### src/hdl/bpc_pkg.sv
// Purpose: Shared constants and types for the board power control register bank.
// Assumes: One 40 MHz clock, AXI4-Lite register access with 32-bit data.
// Notes: Addresses are byte addresses of aligned words.
package bpc_pkg;

   localparam logic [31:0] BPC_POWER_ADDR = 32'h1200_0000;
   localparam logic [31:0] BPC_MODEL_ADDR = 32'h2200_0000;
   localparam logic [31:0] BPC_OPTIONS_ADDR = 32'h2200_0004;

   localparam int BPC_SER_PWR_BIT = 0;
   localparam int BPC_USB_PWR_BIT = 1;
   localparam int BPC_LCD_PWR_BIT = 2;
   localparam int BPC_SWITCHER_BIT = 3;
   localparam int BPC_EXP_CLK_OFF_BIT = 4;
   localparam int BPC_FAST_STROBE_BIT = 5;
   localparam int BPC_TTL_UART_BIT = 6;
   localparam int BPC_SCRATCH_BIT = 7;

   localparam logic [7:0] BPC_POWER_RESET = 8'h00;
   localparam logic [1:0] BPC_RESP_OKAY = 2'h0;
   localparam logic [1:0] BPC_RESP_SLVERR = 2'h2;

   localparam int BPC_CLK_PERIOD_NS = 25;
   localparam int BPC_LEGACY_STROBE_NS = 500;
   localparam int BPC_LEGACY_RECOVER_NS = 250;
   localparam int BPC_FAST_STROBE_NS = 100;
   localparam int BPC_FAST_RECOVER_NS = 50;
   localparam logic [7:0] BPC_LEGACY_STROBE_CYC =
      8'((BPC_LEGACY_STROBE_NS + BPC_CLK_PERIOD_NS - 1) / BPC_CLK_PERIOD_NS);
   localparam logic [7:0] BPC_LEGACY_RECOVER_CYC =
      8'((BPC_LEGACY_RECOVER_NS + BPC_CLK_PERIOD_NS - 1) / BPC_CLK_PERIOD_NS);
   localparam logic [7:0] BPC_FAST_STROBE_CYC =
      8'((BPC_FAST_STROBE_NS + BPC_CLK_PERIOD_NS - 1) / BPC_CLK_PERIOD_NS);
   localparam logic [7:0] BPC_FAST_RECOVER_CYC =
      8'((BPC_FAST_RECOVER_NS + BPC_CLK_PERIOD_NS - 1) / BPC_CLK_PERIOD_NS);

   typedef enum logic [1:0] {
      BPC_EXP_IDLE = 2'b00,
      BPC_EXP_STROBE = 2'b01,
      BPC_EXP_RECOVER = 2'b10
   } bpc_exp_state_t;

endpackage

### src/hdl/bpc_axil_wr.sv
// Purpose: AXI4-Lite write channel slave that turns one write into one pulse.
// Assumes: Address and data may arrive in either order; one write at a time.
// Notes: Only the power control word is writable; other addresses answer SLVERR.
`timescale 1ns/1ps
`default_nettype none
module bpc_axil_wr
   import bpc_pkg::*;
(
   input wire logic aclk,
   input wire logic rst_n,
   input wire logic [31:0] awaddr,
   input wire logic awvalid,
   output logic awready,
   input wire logic [31:0] wdata,
   input wire logic [3:0] wstrb,
   input wire logic wvalid,
   output logic wready,
   output logic [1:0] bresp,
   output logic bvalid,
   input wire logic bready,
   output logic wr_pulse,
   output logic [7:0] wr_byte
);
   logic [31:0] addr_q;
   logic [7:0] data_q;
   logic strb_q;
   logic commit;

   assign commit = !awready && !wready && !bvalid;

   always_ff @(posedge aclk) begin
      if (!rst_n) begin
         awready <= 1'b1;
         wready <= 1'b1;
         addr_q <= 32'h0000_0000;
         data_q <= 8'h00;
         strb_q <= 1'b0;
      end else begin
         if (awvalid && awready) begin
            awready <= 1'b0;
            addr_q <= awaddr;
         end else if (commit) begin
            awready <= 1'b1;
         end
         if (wvalid && wready) begin
            wready <= 1'b0;
            data_q <= wdata[7:0];
            strb_q <= wstrb[0];
         end else if (commit) begin
            wready <= 1'b1;
         end
      end
   end

   always_ff @(posedge aclk) begin
      if (!rst_n) begin
         bvalid <= 1'b0;
         bresp <= BPC_RESP_OKAY;
         wr_pulse <= 1'b0;
         wr_byte <= 8'h00;
      end else begin
         wr_pulse <= commit && strb_q && (addr_q[31:2] == BPC_POWER_ADDR[31:2]);
         wr_byte <= data_q;
         if (commit) begin
            bvalid <= 1'b1;
            bresp <= (addr_q[31:2] == BPC_POWER_ADDR[31:2]) ? BPC_RESP_OKAY : BPC_RESP_SLVERR;
         end else if (bready) begin
            bvalid <= 1'b0;
         end
      end
   end
endmodule
`default_nettype wire

### src/hdl/bpc_serial_route.sv
// Purpose: Routes the third serial port to line levels or to the aux header.
// Assumes: All inputs are synchronous to aclk.
// Notes: Pin output enables are low while this block drives the pin.
`timescale 1ns/1ps
`default_nettype none
module bpc_serial_route (
   input wire logic aclk,
   input wire logic rst_n,
   input wire logic ttl_enable,
   input wire logic uart_txd,
   output logic uart_rxd,
   output logic line_txd,
   input wire logic line_rxd,
   input wire logic gpio_pin1_out,
   input wire logic gpio_pin1_oe_n,
   input wire logic gpio_pin3_out,
   input wire logic gpio_pin3_oe_n,
   input wire logic hdr_pin3_in,
   output logic hdr_pin1_out,
   output logic hdr_pin1_oe_n,
   output logic hdr_pin3_out,
   output logic hdr_pin3_oe_n
);
   always_ff @(posedge aclk) begin
      if (!rst_n) begin
         uart_rxd <= 1'b1;
         line_txd <= 1'b1;
         hdr_pin1_out <= 1'b0;
         hdr_pin1_oe_n <= 1'b1;
         hdr_pin3_out <= 1'b0;
         hdr_pin3_oe_n <= 1'b1;
      end else if (ttl_enable) begin
         // logic level routing
         uart_rxd <= hdr_pin3_in;
         line_txd <= 1'b1;
         // overrides header GPIO
         hdr_pin1_out <= uart_txd;
         hdr_pin1_oe_n <= 1'b0;
         hdr_pin3_out <= 1'b0;
         hdr_pin3_oe_n <= 1'b1;
      end else begin
         uart_rxd <= line_rxd;
         line_txd <= uart_txd;
         hdr_pin1_out <= gpio_pin1_out;
         hdr_pin1_oe_n <= gpio_pin1_oe_n;
         hdr_pin3_out <= gpio_pin3_out;
         hdr_pin3_oe_n <= gpio_pin3_oe_n;
      end
   end
endmodule
`default_nettype wire

### src/hdl/bpc_regs.sv
// Purpose: Board power control, model and options registers over AXI4-Lite.
// Assumes: aresetn is a board reboot, por_n a power-on; both synchronous, active low.
// Notes: The scratch bit survives aresetn; of the two resets only por_n clears it, and a write can clear it.
// Function
// One 8-bit power control register.
// Bits 0-2 switch three peripheral supplies.
// Switcher bit settable only without supply jumper.
// Switcher powers up set unless jumper fitted.
// Software leaves switcher bit alone normally.
// Bit 4 stops the expansion bus clock.
// Bit 5 selects fast expansion strobes.
// Fast strobes use much shorter cycles.
// Software keeps fast strobes off normally.
// Bit 6 moves serial port to header.
// Logic level routing overrides header GPIO.
// Bit 7 scratch survives reboots.
// Watchdog software marks its restarts there.
// Read-only model register returns board code.
// Options bit 0 shows fitted serial option.
// Supply jumper state is sensed.
// Switcher write with jumper stays zero.
//
// The implementer's own choice: the AXI4-Lite register port.
`timescale 1ns/1ps
`default_nettype none
module bpc_regs
   import bpc_pkg::*;
#(
   // Board identification code; the value is arbitrary.
   parameter logic [2:0] MODEL_CODE = 3'h5
)
(
   input wire logic aclk,
   input wire logic aresetn,
   input wire logic por_n,
   input wire logic [31:0] s_axi_awaddr,
   input wire logic [2:0] s_axi_awprot,
   input wire logic s_axi_awvalid,
   output logic s_axi_awready,
   input wire logic [31:0] s_axi_wdata,
   input wire logic [3:0] s_axi_wstrb,
   input wire logic s_axi_wvalid,
   output logic s_axi_wready,
   output logic [1:0] s_axi_bresp,
   output logic s_axi_bvalid,
   input wire logic s_axi_bready,
   input wire logic [31:0] s_axi_araddr,
   input wire logic [2:0] s_axi_arprot,
   input wire logic s_axi_arvalid,
   output logic s_axi_arready,
   output logic [31:0] s_axi_rdata,
   output logic [1:0] s_axi_rresp,
   output logic s_axi_rvalid,
   input wire logic s_axi_rready,
   input wire logic supply_bus_jumper,
   input wire logic five_uart_option,
   output logic serial_conv_pwr_en,
   output logic usb_5v_en,
   output logic lcd_5v_en,
   output logic switcher_en,
   output logic exp_clk_run,
   output logic exp_fast_strobes,
   input wire logic exp_cycle_req,
   output logic exp_strobe,
   output logic exp_busy,
   input wire logic uart_txd,
   output logic uart_rxd,
   output logic line_txd,
   input wire logic line_rxd,
   input wire logic gpio_pin1_out,
   input wire logic gpio_pin1_oe_n,
   input wire logic gpio_pin3_out,
   input wire logic gpio_pin3_oe_n,
   input wire logic aux_io_header_pin3_in,
   output logic aux_io_header_pin1_out,
   output logic aux_io_header_pin1_oe_n,
   output logic aux_io_header_pin3_out,
   output logic aux_io_header_pin3_oe_n
);
   logic rst_n;
   logic wr_pulse;
   logic [7:0] wr_byte;
   logic [7:0] power_control;
   logic [7:0] next_power;
   logic jumper_fitted;
   logic option_fitted;
   bpc_exp_state_t exp_state;
   logic [7:0] exp_count;
   logic [7:0] exp_strobe_len;
   logic [7:0] exp_recover_len;

   assign rst_n = aresetn && por_n;

   bpc_axil_wr u_wr (
      .aclk(aclk),
      .rst_n(rst_n),
      .awaddr(s_axi_awaddr),
      .awvalid(s_axi_awvalid),
      .awready(s_axi_awready),
      .wdata(s_axi_wdata),
      .wstrb(s_axi_wstrb),
      .wvalid(s_axi_wvalid),
      .wready(s_axi_wready),
      .bresp(s_axi_bresp),
      .bvalid(s_axi_bvalid),
      .bready(s_axi_bready),
      .wr_pulse(wr_pulse),
      .wr_byte(wr_byte)
   );

   bpc_serial_route u_route (
      .aclk(aclk),
      .rst_n(rst_n),
      .ttl_enable(power_control[BPC_TTL_UART_BIT]),
      .uart_txd(uart_txd),
      .uart_rxd(uart_rxd),
      .line_txd(line_txd),
      .line_rxd(line_rxd),
      .gpio_pin1_out(gpio_pin1_out),
      .gpio_pin1_oe_n(gpio_pin1_oe_n),
      .gpio_pin3_out(gpio_pin3_out),
      .gpio_pin3_oe_n(gpio_pin3_oe_n),
      .hdr_pin3_in(aux_io_header_pin3_in),
      .hdr_pin1_out(aux_io_header_pin1_out),
      .hdr_pin1_oe_n(aux_io_header_pin1_oe_n),
      .hdr_pin3_out(aux_io_header_pin3_out),
      .hdr_pin3_oe_n(aux_io_header_pin3_oe_n)
   );

   // jumper state sensed
   always_ff @(posedge aclk) begin
      if (!por_n) begin
         jumper_fitted <= 1'b0;
         option_fitted <= 1'b0;
      end else begin
         jumper_fitted <= supply_bus_jumper;
         option_fitted <= five_uart_option;
      end
   end

   // A write replaces the whole byte; the switcher bit is masked when the jumper is in.
   always_comb begin
      next_power = power_control;
      if (wr_pulse) begin
         next_power = wr_byte;
      end
      // switcher needs jumper absent
      // masked write stays zero
      if (jumper_fitted) begin
         next_power[BPC_SWITCHER_BIT] = 1'b0;
      end
   end

   // eight-bit power register
   always_ff @(posedge aclk) begin
      if (!por_n) begin
         power_control <= BPC_POWER_RESET;
         // power-up switcher default
         power_control[BPC_SWITCHER_BIT] <= !supply_bus_jumper;
      end else if (!aresetn) begin
         // scratch kept over reboot
         power_control <= {power_control[BPC_SCRATCH_BIT], BPC_POWER_RESET[6:4],
                           power_control[BPC_SWITCHER_BIT] && !jumper_fitted,
                           BPC_POWER_RESET[2:0]};
      end else begin
         power_control <= next_power;
      end
   end

   // supply gate outputs
   assign serial_conv_pwr_en = power_control[BPC_SER_PWR_BIT];
   assign usb_5v_en = power_control[BPC_USB_PWR_BIT];
   assign lcd_5v_en = power_control[BPC_LCD_PWR_BIT];
   assign switcher_en = power_control[BPC_SWITCHER_BIT];
   // fast strobe select
   assign exp_fast_strobes = power_control[BPC_FAST_STROBE_BIT];

   // expansion clock stop
   always_ff @(posedge aclk) begin
      if (!rst_n) begin
         exp_clk_run <= 1'b1;
      end else begin
         exp_clk_run <= !next_power[BPC_EXP_CLK_OFF_BIT];
      end
   end

   // shorter fast cycle timing
   assign exp_strobe_len = power_control[BPC_FAST_STROBE_BIT] ?
                           BPC_FAST_STROBE_CYC : BPC_LEGACY_STROBE_CYC;
   assign exp_recover_len = power_control[BPC_FAST_STROBE_BIT] ?
                            BPC_FAST_RECOVER_CYC : BPC_LEGACY_RECOVER_CYC;

   // A cycle request is ignored while busy or while the expansion clock is stopped.
   always_ff @(posedge aclk) begin
      if (!rst_n) begin
         exp_state <= BPC_EXP_IDLE;
         exp_count <= 8'h00;
         exp_strobe <= 1'b0;
         exp_busy <= 1'b0;
      end else begin
         case (exp_state)
            BPC_EXP_IDLE: begin
               if (exp_cycle_req && exp_clk_run) begin
                  exp_state <= BPC_EXP_STROBE;
                  exp_count <= exp_strobe_len - 8'h01;
                  exp_strobe <= 1'b1;
                  exp_busy <= 1'b1;
               end
            end
            BPC_EXP_STROBE: begin
               if (exp_count == 8'h00) begin
                  exp_state <= BPC_EXP_RECOVER;
                  exp_count <= exp_recover_len - 8'h01;
                  exp_strobe <= 1'b0;
               end else begin
                  exp_count <= exp_count - 8'h01;
               end
            end
            BPC_EXP_RECOVER: begin
               if (exp_count == 8'h00) begin
                  exp_state <= BPC_EXP_IDLE;
                  exp_busy <= 1'b0;
               end else begin
                  exp_count <= exp_count - 8'h01;
               end
            end
            default: begin
               exp_state <= BPC_EXP_IDLE;
               exp_count <= 8'h00;
               exp_strobe <= 1'b0;
               exp_busy <= 1'b0;
            end
         endcase
      end
   end

   // Read channel: one read at a time, answered the cycle after the address is taken.
   always_ff @(posedge aclk) begin
      if (!rst_n) begin
         s_axi_arready <= 1'b1;
         s_axi_rvalid <= 1'b0;
         s_axi_rdata <= 32'h0000_0000;
         s_axi_rresp <= BPC_RESP_OKAY;
      end else if (s_axi_arvalid && s_axi_arready) begin
         s_axi_arready <= 1'b0;
         s_axi_rvalid <= 1'b1;
         s_axi_rresp <= BPC_RESP_OKAY;
         if (s_axi_araddr[31:2] == BPC_POWER_ADDR[31:2]) begin
            s_axi_rdata <= {24'h00_0000, power_control};
         end else if (s_axi_araddr[31:2] == BPC_MODEL_ADDR[31:2]) begin
            // fixed model code
            s_axi_rdata <= {29'h0000_0000, MODEL_CODE};
         end else if (s_axi_araddr[31:2] == BPC_OPTIONS_ADDR[31:2]) begin
            // fitted option bit
            s_axi_rdata <= {31'h0000_0000, option_fitted};
         end else begin
            s_axi_rdata <= 32'h0000_0000;
            s_axi_rresp <= BPC_RESP_SLVERR;
         end
      end else if (s_axi_rvalid && s_axi_rready) begin
         s_axi_rvalid <= 1'b0;
         s_axi_arready <= 1'b1;
      end
   end

endmodule
`default_nettype wire

### config.mk
export PLATFORM = sky130hd
export DESIGN_NAME = bpc_regs
export DESIGN_NICKNAME = d
export VERILOG_FILES = /design/src/hdl/bpc_pkg.sv /design/src/hdl/bpc_axil_wr.sv /design/src/hdl/bpc_serial_route.sv /design/src/hdl/bpc_regs.sv
export SDC_FILE = /design/constraint.sdc
export NUM_CORES = 1
export LEC_CHECK = 0
export BUFFER_PORTS_ARGS = -buffer_cell sky130_fd_sc_hd__buf_2
export CORE_MARGIN = 2
export CORE_UTILIZATION = 45
export CTS_CLUSTER_DIAMETER = 100
export DETAILED_ROUTE_END_ITERATION = 10
export GPL_TIMING_DRIVEN = 0
export PLACE_DENSITY = 0.78
export SLEW_MARGIN = 20
export SYNTH_ARGS = -nofsm -noshare
export SYNTH_HDL_FRONTEND = slang
export SYNTH_SLANG_ARGS = --single-unit
### constraint.sdc
create_clock -name aclk -period 3.9 [get_ports aclk]
set_input_delay 0.78 -clock aclk [delete_from_list [all_inputs] [get_ports aclk]]
set_output_delay 0.78 -clock aclk [all_outputs]
set_load 0.03 [all_outputs]
==> key figures <==
Floorplanning
  – Die ar.: 9330 sq um
  – Row count: 33
  – Core ar.: 8260 sq um
  – I/O pins: 179
  – Die height: 96.6 microns
  – Chip width: 96.6 microns
  – Initial Utilization: 46.7%

Critical path
  – FF-to-FF Start: exp_count[2]$_SDFFE_PN0P_
  – Worst path required time: 4190 ps
  – Crit. End Element: flip-flop
  – Startpoint types: flip-flop
  – Worst Setup SP: exp_count[2]$_SDFFE_PN0P_
  – Worst path bufs/invs: 0
  – Critical path, cell by cell: nor4_1, a21boi_0, or3_1, a31oi_1
  – Maximum fanout along the worst path: 7
  – CP max stage cell: nor4_1
  – Critical path's top delay family: simple AND/OR/NAND/NOR gates
  – Max stage delay on crit path: 810 ps
  – CP Class: flip-flop to flip-flop
  – Crit path DAT: 2510 ps

Timing
  – Worst setup margin: 1680 ps
  – Setup TNS: 0 ps
  – Max frequency: 0.450 GHz
  – Final setup viols: 0
  – Worst-Margin Slew: 917 ps
  – Slew Viols, Final: 0
  – Clock skew: 6.74 ps
  – RSZ-0062 raised after global routing: no
  – Final Cycle Share: 56.9%
  – Fin Hold WS: 455 ps
  – Slew headroom: 38.3%
  – Final hold violations: 0
  – Final Critical Period: 2220 ps

Clock tree
  – H-tree levels: 3
  – Clk Latency, worst-skew pair: 360 ps
  – Clk Tree Root Cell: clkbuf_8
  – CTS Sinks: 92
  – Inserted Clock Buffers: 9
  – Post-CTS Setup Bufs: 0
  – Clock-pin slew on the worst setup and hold paths: 90 ps
  – CTS tree: yes
  – Post-cts sizing count: 0
  – Hold-fix buffers, CTS: 0
  – Clk buf depth: 2

Route
  – DR iter-0 viols: 107
  – Vias: 3,612
  – Wirelength, routed: 9330 microns
  – Pre-antenna DRT Iters: 4
  – Detail Route Antenna Nets: 0
  – # DRC: 0
  – Vias per inst: 4.98
  – Avg WL per Cell: 12.9 microns

Synthesis
  – Post-synth top area share: 47.2%
  – Top_reg_cell synth: dfxtp_1
  – Netlist cell types: 48
  – Syn Inst Count: 464
  – Sequential fraction of the synthesis area: 48.0%
  – Largest cells by area after synthesis: dfxtp_1 47%, nand2_1 9.2%, a21oi_1 8.0%
  – Synth async-reset ratio: 0%
  – Syn_area_per_cell: 8.32 sq um
  – Yosys reg bits: 92
  – Post-synth EDFFs: 1
  – Synth area leader: dfxtp_1
  – Mapped cell area: 3860 sq um
  – YS warnings: 0

GRT
  – Number of global-route vias before repair: 3,381
  – GRT Total Usage: 20.0%
  – First-pass GRT wire length: 15,500 microns
  – Total gr overflow: 0
  – Initial antenna violation count: 0
  – Largest net degree at the start of global routing: 17

Place
  – Dpl cells: 709
  – HPWL Detailed: 6980 microns
  – Port Buffers: 115
  – Routability cong.: 0.865
  – Post-Place Worst Slack: 1580 ps

Status
  – Status: finished clean

Power
  – Power Dens Cells: 392 nW/um^2
  – Total power: 1910 uW
  – Pleak: 0.00210 uW
  – Maximum vdd drop: 0.213 mV

Hold path
  – Hold Crit Class: flip-flop to flip-flop
  – Hold Path Origin: u_wr.data_q[4]$_SDFFE_PN0P_

Layout
  – Number of diodes: 0
  – Most frequent cells in the layout: 115 x buf_2, 95 x nand2_1, 91 x dfxtp_1, 62 x a21oi_1
  – Layout area overhead: 26.0%
  – Commonest non-fill, non-tap cell in the layout: buf_2
  – Layout net count: 741
  – Share of cells above drive strength 1: 26.5%
  – Fillers: 785
  – Cell Count, Final, Fillers Out: 725

Run
  – Maxcap violations: 0
==> final timing paths <==
check | endpoint | slack [ps] | cells after the start
hold reg to reg | u_wr.data_q[4]$_SDFFE_PN0P_ | 450 | 2
hold / removal | u_wr.data_q[4]$_SDFFE_PN0P_ | 450 | 2
setup / recovery | exp_count[1]$_SDFFE_PN0P_ | 1680 | 4
setup reg to reg | exp_count[1]$_SDFFE_PN0P_ | 1680 | 4
==> cells in the mapped netlist, types with 3 or more instances <==
cell      instances
buf_4            26
a21oi_1          62
o21ai_0          10
a21boi_0          3
and3_1            8
nor3_1            6
clkbuf_1         24
nand2_1          95
inv_1             7
o31ai_1           4
nand4_1           4
nand2b_1          7
nor4_1           13
o22ai_1           3
nor2b_1           4
or3_1            11
or4_1             5
mux2i_1           8
nor2_1           18
o21bai_1          3
nor3b_1           5
dfxtp_1          91
nand3_1          11
and2_1            5
==> where the power goes <==
group | internal [uW] | leakage, uW | switching, uW | total [uW]
clock | 294 | 0.000102 | 353 | 647
sequential | 967 | 0.000751 | 16.7 | 984
combinational | 110 | 0.00125 | 166 | 276
==> per-stage QoR <==
stage	instance area [sq um]	util (%)
floorplan	3950	-
global placement	4660	56.4
detailed placement	4660	56.4
CTS	4860	58.9
global route	4860	58.9
finish	4860	58.9
==> registers in the layout (all words and copies together), names as in the netlist, 2 cells and up <==
name	cells
u_wr.data_q	8
power_control	8
u_wr.addr_q	30
exp_state	2
exp_count	8
s_axi_rdata	8
u_wr.wr_byte	8
==> logic make-up (layout without fill, tap and decap cells) <==
| kind of cell | after synthesis | in the layout | synth area share (%) |
|---|---|---|---|
| mux | 9 | 9 | 2.37 |
| fa+ha+maj | 2 | 2 | 0.648 |
| xor+xnor | 3 | 3 | 0.681 |
| buf+inv | 58 | 189 | 8.17 |
| flops | 92 | 92 | 48.0 |
| compound gates | 96 | 96 | 14.1 |
| simple gates | 203 | 203 | 25.9 |
| other cells | 1 | 26 | 0.0972 |
==> area by class of cell <==
type                    count  area (sq um)  share of cell area (%)
clock inverters             5          38.8                   0.798
inverters                   7          26.3                   0.540
flip-flops and latches     92          1850                    38.1
well taps                 105           131                    2.70
plain buffers              51           289                    5.94
clock buffers              11           163                    3.35
repair buffers            115           576                    11.8
multi-input cells         339          1790                    36.7
==> worst min-delay path, stage by stage, from the launching register on <==
cell,delay (ps)
dfxtp_1,320
nand2_1,50
a21oi_1,50
==> per-layer routing <==
metal  wire [microns]  global-route usage (%)
met4               71                    5.09
met3              714                    7.15
met5                0                       0
met2             4390                    32.6
met1             4150                    25.3
(Power assumes the default switching activity.)
